File: config.mk
export PLATFORM = sky130hd
export DESIGN_NAME = qenc_core
export DESIGN_NICKNAME = d
export VERILOG_FILES = /design/src/logic/qenc_core.v
export VERILOG_INCLUDE_DIRS = /design/src /design/src/include
export SDC_FILE = /design/constraint.sdc
export NUM_CORES = 1
export LEC_CHECK = 0
export BUFFER_PORTS_ARGS = -buffer_cell sky130_fd_sc_hd__buf_2
export CAP_MARGIN = 40
export CORE_UTILIZATION = 35
export CTS_BUF_LIST = sky130_fd_sc_hd__clkbuf_4
export DETAILED_ROUTE_END_ITERATION = 8
export PLACE_DENSITY = 0.6
export SYNTH_ARGS = -nofsm -noshare
export SYNTH_HDL_FRONTEND = slang
export SYNTH_SLANG_ARGS = --single-unit
File: constraint.sdc
create_clock -name i_ref_clk -period 4 [get_ports i_ref_clk]
set_input_delay 0.4 -clock i_ref_clk [delete_from_list [all_inputs] [get_ports i_ref_clk]]
set_output_delay 0.4 -clock i_ref_clk [all_outputs]
set_load 0.01 [all_outputs]
File: src/include/qenc_defines.vh
`ifndef QENC_DEFINES_VH
`define QENC_DEFINES_VH
`define QENC_POS_RESET 32'h00000000
`define QENC_VEL_RESET 32'h00000000
`define QENC_PRESCALE_MAX 3'h7
`define QENC_INT_PHERR 0
`define QENC_INT_DIR 1
`define QENC_INT_INDEX 2
`define QENC_INT_TIMER 3
`define QENC_INT_W 4
`endif

File: src/logic/qenc_core.v
`timescale 1ns/1ps
`include "qenc_defines.vh"
// How it works
// [RL1] position and velocity have own enables; velocity runs only with position enabled
// [RL2] swap exchanges phase a and phase b ahead of all decoding
// [RL3] signal mode zero decodes quadrature, one decodes clock/direction
// [RL4] clock/direction: phase a steps, phase b gives direction
// [RL5] quadrature edge capture picks phase-a-only or both-phase counting
// [RL6] capture select zero counts phase a edges, one counts both
// [RL7] phase a leading phase b increments the position
// [RL8] phase b leading phase a decrements the position
// [RL9] rise and fall on one phase with no other-phase edge flags direction change
// [RL10] reset select one clears position on index pulse
// [RL11] decrement below zero loads the programmed maximum
// [RL12] software programs maximum as counted edges per revolution minus one
// [RL13] position is absolute only after the first index pulse is seen
// [RL14] reset select zero ignores index and wraps past maximum to zero
// [RL15] velocity counts the same edges the position counter sees
// [RL16] at period end accumulator copies to result, then restarts at zero, or at one if a counted edge lands on expiry
// [RL17] timer counts down from load, expires at zero, reloads and continues
// [RL18] prescale code n divides velocity edges by two to the n
// [RL19] events raised for phase error, direction change, index, timer expiry
// [RL20] each event has mask, raw status, masked status and clear
// [RL21] software configures mode and maximum before setting enable
// [RL22] both phases changing in one quadrature sample is an error, no count
// [RL23] phase and index inputs are synchronised and edge detected
module qenc_core #(
	parameter POS_W = 32,
	parameter VEL_W = 32
) (
	input wire i_ref_clk,
	input wire i_reset_n,
	input wire i_clk_en,
	input wire i_phase_a_input,
	input wire i_phase_b_input,
	input wire i_index_input,
	input wire i_encoder_enable,
	input wire i_velocity_enable,
	input wire i_swap_select,
	input wire i_signal_mode_select,
	input wire i_edge_capture_select,
	input wire i_position_reset_select,
	input wire [2:0] i_velocity_prescale,
	input wire [POS_W-1:0] i_max_position,
	input wire [VEL_W-1:0] i_velocity_period_load,
	input wire i_position_wr,
	input wire [POS_W-1:0] i_position_wdata,
	input wire [`QENC_INT_W-1:0] i_int_mask,
	input wire [`QENC_INT_W-1:0] i_int_clear,
	output reg [POS_W-1:0] o_position,
	output reg [VEL_W-1:0] o_velocity_result,
	output reg [VEL_W-1:0] o_velocity_accumulator,
	output reg [VEL_W-1:0] o_velocity_timer,
	output reg o_direction,
	output reg o_phase_error,
	output reg o_index_seen,
	output reg [`QENC_INT_W-1:0] o_int_raw,
	output wire [`QENC_INT_W-1:0] o_int_masked
);

	reg [2:0] sync1_r;
	reg [2:0] sync2_r;
	reg [2:0] prev_r;
	reg [1:0] last_edge_r;
	reg last_dir_src_r;
	reg [6:0] prediv_r;

	wire vel_run;
	wire phase_a_input;
	wire phase_b_input;
	wire pha_p;
	wire phb_p;
	wire idx_rise;
	wire a_edge;
	wire b_edge;
	wire both_edge;
	reg step;
	reg up;
	reg dir_chg;
	reg [`QENC_INT_W-1:0] ev;
	reg [POS_W-1:0] pos_nxt;
	reg prediv_tick;
	reg [6:0] prediv_lim;
	wire track_edge;

	// plain mux, shared by the current and the previous sample
	function phase_pick;
		input swap;
		input own;
		input other;
		begin
			phase_pick = swap ? other : own;
		end
	endfunction

	// one step up or down; wrap handling stays with the caller
	function [POS_W-1:0] pos_step;
		input [POS_W-1:0] cur;
		input inc;
		begin
			if (inc)
				pos_step = cur + {{(POS_W-1){1'b0}}, 1'b1};
			else
				pos_step = cur - {{(POS_W-1){1'b0}}, 1'b1};
		end
	endfunction

	assign vel_run = i_encoder_enable & i_velocity_enable; // [RL1]
	assign phase_a_input = phase_pick(i_swap_select, sync2_r[0], sync2_r[1]); // [RL2]
	assign phase_b_input = phase_pick(i_swap_select, sync2_r[1], sync2_r[0]); // [RL2]
	assign pha_p = phase_pick(i_swap_select, prev_r[0], prev_r[1]); // [RL2]
	assign phb_p = phase_pick(i_swap_select, prev_r[1], prev_r[0]); // [RL2]
	assign track_edge = ~i_signal_mode_select & ~both_edge & (a_edge | b_edge);
	assign idx_rise = sync2_r[2] & ~prev_r[2]; // [RL23]
	assign a_edge = phase_a_input ^ pha_p; // [RL23]
	assign b_edge = phase_b_input ^ phb_p;
	assign both_edge = a_edge & b_edge;
	assign o_int_masked = o_int_raw & i_int_mask; // [RL20]

	// decode step and direction for one sample
	always @* begin
		step = 1'b0;
		up = 1'b0;
		dir_chg = 1'b0;
		if (i_signal_mode_select) begin // [RL3]
			step = phase_a_input & ~pha_p; // [RL4]
			up = ~phase_b_input; // [RL4]
		end else if (!both_edge) begin // [RL22]
			// a leads b: a changes to differ from b, b changes to equal a
			if (a_edge) begin
				step = 1'b1; // [RL5] [RL6]
				up = (phase_a_input != phase_b_input); // [RL7] [RL8]
			end else if (b_edge) begin
				step = i_edge_capture_select; // [RL5] [RL6]
				up = (phase_a_input == phase_b_input); // [RL7] [RL8]
			end
			// same phase toggled twice with nothing between means reversal
			if ((a_edge && last_edge_r == 2'h1 && !last_dir_src_r) ||
			    (b_edge && last_edge_r == 2'h1 && last_dir_src_r))
				dir_chg = 1'b1; // [RL9]
		end
	end

	always @* begin
		pos_nxt = o_position;
		if (i_position_reset_select && idx_rise) begin
			pos_nxt = {POS_W{1'b0}}; // [RL10] [RL13]
		end else if (step && up) begin
			if (!i_position_reset_select && o_position >= i_max_position)
				pos_nxt = {POS_W{1'b0}}; // [RL14]
			else
				pos_nxt = pos_step(o_position, 1'b1); // [RL7]
		end else if (step) begin
			if (o_position == {POS_W{1'b0}})
				pos_nxt = i_max_position; // [RL11]
			else
				pos_nxt = pos_step(o_position, 1'b0); // [RL8]
		end
	end

	always @* begin
		prediv_lim = 7'h00;
		case (i_velocity_prescale)
		3'h0: prediv_lim = 7'h00;
		3'h1: prediv_lim = 7'h01;
		3'h2: prediv_lim = 7'h03;
		3'h3: prediv_lim = 7'h07;
		3'h4: prediv_lim = 7'h0F;
		3'h5: prediv_lim = 7'h1F;
		3'h6: prediv_lim = 7'h3F;
		default: prediv_lim = 7'h7F;
		endcase
		prediv_tick = step && (prediv_r >= prediv_lim); // [RL18] [RL15]
	end

	always @* begin
		ev = {`QENC_INT_W{1'b0}};
		ev[`QENC_INT_PHERR] = i_encoder_enable & ~i_signal_mode_select & both_edge; // [RL22]
		ev[`QENC_INT_DIR] = i_encoder_enable & dir_chg; // [RL19]
		ev[`QENC_INT_INDEX] = i_encoder_enable & idx_rise; // [RL19]
		ev[`QENC_INT_TIMER] = vel_run && (o_velocity_timer == {VEL_W{1'b0}}); // [RL17]
	end

	// two-stage synchroniser; stage one feeds stage two only
	always @(posedge i_ref_clk or negedge i_reset_n) begin
		if (!i_reset_n) begin
			sync1_r <= 3'h0;
			sync2_r <= 3'h0;
			prev_r <= 3'h0;
		end else if (i_clk_en) begin
			sync1_r <= {i_index_input, i_phase_b_input, i_phase_a_input}; // [RL23]
			sync2_r <= sync1_r;
			prev_r <= sync2_r;
		end
	end

	// software load wins over counting in the same cycle
	always @(posedge i_ref_clk or negedge i_reset_n) begin
		if (!i_reset_n) begin
			o_position <= `QENC_POS_RESET;
		end else if (i_clk_en) begin
			if (i_position_wr)
				o_position <= i_position_wdata;
			else if (i_encoder_enable)
				o_position <= pos_nxt; // [RL10] [RL14]
		end
	end

	always @(posedge i_ref_clk or negedge i_reset_n) begin
		if (!i_reset_n) begin
			o_direction <= 1'b0;
			o_phase_error <= 1'b0;
			o_index_seen <= 1'b0;
		end else if (i_clk_en) begin
			if (!i_encoder_enable) begin
				// cleared while off so a restart waits for a fresh index
				o_index_seen <= 1'b0;
				o_phase_error <= 1'b0;
			end else begin
				if (step)
					o_direction <= ~up;
				if (ev[`QENC_INT_PHERR])
					o_phase_error <= 1'b1; // [RL22]
				if (idx_rise)
					o_index_seen <= 1'b1; // [RL13]
			end
		end
	end

	// remembers which phase moved last; a repeat on the same phase is a reversal
	always @(posedge i_ref_clk or negedge i_reset_n) begin
		if (!i_reset_n) begin
			last_edge_r <= 2'h0;
			last_dir_src_r <= 1'b0;
		end else if (i_clk_en) begin
			if (i_encoder_enable && track_edge) begin
				last_edge_r <= 2'h1; // [RL9]
				last_dir_src_r <= b_edge;
			end
		end
	end

	// timer sits at the load value while velocity capture is off
	always @(posedge i_ref_clk or negedge i_reset_n) begin
		if (!i_reset_n) begin
			o_velocity_timer <= `QENC_VEL_RESET;
		end else if (i_clk_en) begin
			if (!vel_run || ev[`QENC_INT_TIMER])
				o_velocity_timer <= i_velocity_period_load; // [RL1] [RL17]
			else
				o_velocity_timer <= o_velocity_timer - {{(VEL_W-1){1'b0}}, 1'b1}; // [RL17]
		end
	end

	always @(posedge i_ref_clk or negedge i_reset_n) begin
		if (!i_reset_n) begin
			o_velocity_result <= `QENC_VEL_RESET;
			o_velocity_accumulator <= `QENC_VEL_RESET;
			prediv_r <= 7'h00;
		end else if (i_clk_en) begin
			if (!vel_run) begin // [RL1]
				o_velocity_accumulator <= {VEL_W{1'b0}};
				prediv_r <= 7'h00;
			end else begin
				if (step)
					prediv_r <= prediv_tick ? 7'h00 : prediv_r + 7'h01; // [RL18]
				if (ev[`QENC_INT_TIMER]) begin
					// the edge landing on expiry opens the next period
					o_velocity_result <= o_velocity_accumulator; // [RL16]
					o_velocity_accumulator <= {{(VEL_W-1){1'b0}}, prediv_tick}; // [RL16]
				end else if (prediv_tick) begin
					o_velocity_accumulator <= o_velocity_accumulator +
						{{(VEL_W-1){1'b0}}, 1'b1}; // [RL15]
				end
			end
		end
	end

	// set wins over clear for every sticky event bit
	always @(posedge i_ref_clk or negedge i_reset_n) begin
		if (!i_reset_n) begin
			o_int_raw <= {`QENC_INT_W{1'b0}};
		end else if (i_clk_en) begin
			o_int_raw <= (o_int_raw & ~i_int_clear) | ev; // [RL19] [RL20]
		end
	end

endmodule

-- Word-level counts from Yosys, hierarchy flattened
Index checks and enable logic that the tools add are counted.
- logic and storage cells: 118
- output and inout port bits: 139
- bits of input ports: 120
- register bits: 153
- bitwise operators: 23
- order comparisons: 2
- mux-type cells: 34
- equal/unequal tests: 12
- add/subtract/negate cells: 5
- reduce and logical (&&, ||, !) cells: 28
- operators by type and width (kind ; count):
    32-bit 2-to-1 mux ; 11
    32-bit by 1-bit adder with 32-bit output (second input constant) ; 2
    32-bit zero test ; 2
    32-bit by 1-bit subtractor with 32-bit output (second input constant) ; 2
    7-bit case mux with 7 select lines ; 1
    32-bit >= comparator ; 1
    7-bit 2-to-1 mux ; 3
    1-bit 2-to-1 mux ; 19
    1-bit bitwise AND ; 10
    1-bit logical AND ; 10
    2-bit AND reduction ; 5
    3-bit == test (second input constant) ; 3
    3-bit AND reduction ; 3
    4-bit bitwise AND ; 2
    7-bit by 1-bit adder with 7-bit output (second input constant) ; 1
    7-bit >= comparator ; 1
    3-bit by 2-bit == test with 1-bit output (second input constant) ; 2
    2-bit by 1-bit != test with 1-bit output (second input constant) ; 3
    1-bit NOT ; 6
    4-bit NOT ; 1
    4-bit OR ; 1
    4-bit nonzero test ; 1
    3-bit by 1-bit == test with 1-bit output (second input constant) ; 1
    1-bit zero test ; 3
    other kinds (8) ; 10

-- Logic depth before layout (Yosys ltp)
- depth in word-level cells: 11
- gate-level depth with buffers: 13
- depth with buffers taken out: 10

-- Worst setup path after synthesis
Ideal clock, no wire load.
- kind: reg-to-reg
- start: register sync2_r[1]
- end: register o_position[18]
- setup time: 0.126 ns
- period minus slack after synthesis: 3.001 ns
- slack: 0.999 ns
- arrival: 2.875 ns
- buffers on the path: 4
- data required time: 3.874 ns
- stages on the path, launching flop included: 14
- cell sequence: dfrtp_1 -> buf_2 -> mux2_2 -> ha_1 -> clkbuf_1 -> and3_1 -> mux2i_1 -> nand2_1 -> a21boi_1 -> or3b_1 -> clkbuf_1 -> clkbuf_1 -> o22ai_1 -> a221o_1
- cells in the longest elaborated chain, start to end: 11
- RTL lines (item ; RTL line ; RTL):
    start, declared ; qenc_core.v:62 ; reg [2:0] sync2_r;
    start signal, assigned ; qenc_core.v:192 ; sync2_r <= sync1_r;
    1-bit 2-to-1 mux ; qenc_core.v:92 ; phase_pick = swap ? other : own;
    1-bit bitwise XOR / 1-bit == test (equally long branches) ; qenc_core.v:116, qenc_core.v:135 ;
    1-bit 2-to-1 mux ; qenc_core.v:133 ; end else if (b_edge) begin
    1-bit 2-to-1 mux ; qenc_core.v:130 ; if (a_edge) begin
    1-bit 2-to-1 mux ; qenc_core.v:128 ; end else if (!both_edge) begin
    1-bit 2-to-1 mux ; qenc_core.v:125 ; if (i_signal_mode_select) begin
    1-bit logical AND ; qenc_core.v:148 ; end else if (step && up) begin
    32-bit 2-to-1 mux ; qenc_core.v:148 ;
    32-bit 2-to-1 mux ; qenc_core.v:146 ; if (i_position_reset_select && idx_rise) begin
    32-bit 2-to-1 mux ; qenc_core.v:204 ; else if (i_encoder_enable)
    32-bit 2-to-1 mux ; qenc_core.v:202 ; if (i_position_wr)
    end signal, assigned ; qenc_core.v:200 ; o_position <= `QENC_POS_RESET;
    end signal, assigned ; qenc_core.v:203 ; o_position <= i_position_wdata;
    end signal, assigned ; qenc_core.v:205 ; o_position <= pos_nxt;
    end, declared ; qenc_core.v:50 ; output reg [POS_W-1:0] o_position,
Several ways; a longest one is shown, not always the timed one. The select of a mux whose other input is x is not followed.
A chain may end at the register's enable or synchronous reset.

-- Worst setup path in the final report
- start: register sync2_r[1]
- end: register o_position[0]
The elaborated chain is that of the path after synthesis.

==> results_dict.tcl <==
set metrics [dict create \
    clock_skew_ns 0.0352 \
    regArea_sq_um 3830 \
    grt_max_degree 83 \
    multi_input_area_sq_um 5980 \
    grt_pass1_wl_mm 50.0 \
    outcome "complete, no violations" \
    die-area_sq_um 30200 \
    layout_commonest_cell "buf_2" \
    die_h_microns 174 \
    layout_common_cells "256 x buf_2, 153 x dfrtp_1, 120 x nand2_1, 97 x o21ai_0, 82 x nor2_1" \
    layout.cells.non_filler 1822 \
    start_util_pct 35.7 \
    clk_pin_slew_ns 0.15 \
    slew_headroom_pct 42.7 \
    finalHoldWorstSlack_ns 0.0821 \
    min_from "i_index_input" \
    p_leak_nw 5.75 \
    synth_warnings 0 \
    grt_overflow 0 \
    rows 62 \
    vias 9811 \
    syn_nets 1369 \
    cts_tree "built" \
    hold_class "primary input to flip-flop" \
    ys_ff_latch 153 \
    async_flop_share_pct 100 \
    cp_num_buf_inv 1 \
    hold_buffers 3 \
    ios 259 \
    grt_pass1_vias 9223 \
    syn_inst 1203 \
    cp.depth 10 \
    powerDensity_nw_per_um2 388 \
    critPathRequiredTime_ns 4.43 \
    port_buffers 258 \
    cp-start-kind "flip-flop" \
    die_x_microns 174 \
    fin_setup_tns_ns 0 \
    core-area_sq_um 28900 \
    crit_type "flip-flop to flip-flop" \
    rsz0062_at_grt "no" \
    synth_edf_count 0 \
    reg2reg_depth 10 \
    syn2layout_area_growth_pct 19.4 \
    fmax_ghz 0.306 \
    place_worst_setup_slack_ns 0.537 \
    routed_wl_mm 31.2 \
    synth_ff_type "dfrtp_1" \
    clock_sinks 153 \
    drc 0 \
    endpoint_kind "flip-flop" \
    fin_ws_ns 0.729 \
    slew_viol_final 0 \
    htreeDepth 4 \
    worst_slew_pin_slew_ns 0.860 \
    grt_usage_pct 20.6 \
    yosysSeqAreaShare_pct 37.1 \
    hold_viol 0 \
    post-cts-setup-buffers 0 \
    fin_crit_ns 3.27 \
    yosys.cell_types.count 67 \
    critPathArrivalTime_ns 3.71 \
    antenna_found_initial 5 \
    placed_cells 1785 \
    rrSetupSlack_ns 0.73 \
    startpoint "sync2_r[1]$_DFFE_PN0P_" \
    crit_path_top_delay_cell "dfrtp_1" \
    rr_startpoint "sync2_r[1]$_DFFE_PN0P_" \
    root_buffer "clkbuf_4" \
    critical-path-max-stage-delay_ns 0.50 \
    via_per_inst 5.38 \
    maxCapViolCount 0 \
    reg2reg_to "o_position[0]$_DFFE_PN0P_" \
    clock_latency_ns 0.56 \
    cts_buffers 17 \
    cp_max_fo 18 \
    drtIter0Drc 555 \
    gp_congestion 0.886 \
    cts_resized 0 \
    avgSynthCellArea_sq_um 8.57 \
    routedWlPerCell_microns 17.1 \
    critical_path.endpoint "o_position[0]$_DFFE_PN0P_" \
    syn_area_sq_um 10300 \
    setup_viol 0 \
    max-vdd-ir-drop_mv 0.178 \
    post-dp-hpwl_mm 22.7 \
    num-fill-cells 2973 \
    ant_nets 0 \
    first_pass_iters 5 \
    fin_nets 1589 \
    drive_gt1_share_pct 25.3 \
    critical_path.top_delay_family "simple AND/OR/NAND/NOR gates" \
    cts_buffer_depth 2 \
    fin_crit_sh_pct 81.8 \
    cp_cell_sequence "mux2_2, ha_1, and3_1, mux2i_1, nand2_1, a21boi_2, or3b_1, buf_4, o211ai_1, a221o_1" \
]
[metal layers]
metal  global-route usage (%)  up-vias  wire length, microns
met5                        0        -                    34
met4                     5.52        6                   445
met3                     5.22       33                  2050
met2                     34.1      274                 15000
met1                     26.6     4699                 13700
li1                         -     4799                     -
[report_power, final]
group / switching, mW / internal, mW / total [mW]
Sequential: 0.379 / 1.72 / 2.10
Clock: 0.752 / 0.319 / 1.07
Combinational: 0.866 / 0.741 / 1.61
[Yosys cell counts, drive strengths merged (3+ instances only)]
cell type / count / area, sq um
and2: 9 / 56.3
nor3: 43 / 215
or2: 3 / 18.8
xnor2: 43 / 377
a21o: 9 / 67.6
nor4: 18 / 140
nor3b: 5 / 37.5
xor2: 36 / 315
a21oi: 71 / 355
ha: 46 / 576
a22o: 6 / 52.6
or4: 6 / 48.8
nand4: 36 / 231
mux2: 38 / 428
nand2: 120 / 450
or3: 22 / 138
o21ai: 99 / 495
dfrtp: 153 / 3830
nand4b: 3 / 26.3
mux2i: 5 / 62.6
buf: 18 / 90.1
o22ai: 28 / 175
a211o: 4 / 35.0
clkbuf: 63 / 236
inv: 51 / 191
nand3: 41 / 205
o211ai: 3 / 22.5
nand2b: 11 / 68.8
nor2b: 12 / 75.1
a32o: 4 / 40.0
a221o: 29 / 290
and3: 39 / 244
nor2: 85 / 322
o21a: 3 / 22.5
a31oi: 4 / 40.0
o31ai: 12 / 90.1
[area by class of cell]
class,instances,share of cell area [%]
well taps,384,3.90
inverters,52,1.58
multi-input cells,917,48.6
clock buffers,17,1.04
clock inverters,15,1.70
diodes,2,0.0406
flip-flops and latches,153,31.1
repair buffers,282,12.1
[registers in the layout (all words and copies together), names as in the netlist, 3 cells and up]
register and count:
o_velocity_timer 32, sync1_r 3, o_int_raw 4, prev_r 3, o_velocity_accumulator 32, o_velocity_result 32, prediv_r 7, o_position 32
sync2_r 3
[kinds of logic (layout without fill, tap and decap cells)]
| kind of cell | after synthesis | in the layout | synth area share, % |
|---|---|---|---|
| and+or+nand+nor | 461 | 461 | 22.8 |
| AOI/OAI and AO/OA | 288 | 288 | 18.0 |
| DFF | 153 | 153 | 37.1 |
| buffers and inverters | 133 | 366 | 5.06 |
| xor gates and xnor gates | 79 | 79 | 6.71 |
| adders and majority gates | 46 | 46 | 5.58 |
| muxes | 43 | 43 | 4.76 |
| other | 0 | 2 | 0 |
[worst register-to-register path, delay by kind of cell (launching register included)]
family,cells,cell delay (ns)
AND/OR/NAND/NOR,3,0.72
AO/OA/AOI/OAI,3,0.67
multiplexers,2,0.57
flip-flops,1,0.50
adder cells (fa/ha/maj),1,0.41
buffers and inverters,1,0.30
[how the worst min path moves through the flow]
stage | end | slack, ns | cells past startpoint
global route | sync1_r[1]$_DFFE_PN0P_ | 0.02 | 2
global placement | last_edge_r[0]$_DFFE_PN0P_ | 0.45 | 1
finish | sync1_r[2]$_DFFE_PN0P_ | 0.08 | 2
floorplan | last_dir_src_r$_DFFE_PN0P_ | 0.10 | 0
CTS | sync1_r[2]$_DFFE_PN0P_ | 0.01 | 2
detailed placement | last_edge_r[0]$_DFFE_PN0P_ | 0.46 | 1
[stage by stage]
step                area [sq um]  utilization, %  total power, mW
floorplan                  10300               -             3.15
global placement           11900            41.4             3.70
detailed placement         11900            41.4             3.73
CTS                        12300            42.7             4.83
global route               12300            42.7             5.11
finish                     12300            42.7             4.77
No activity file was read; power rests on OpenSTA's default activity.
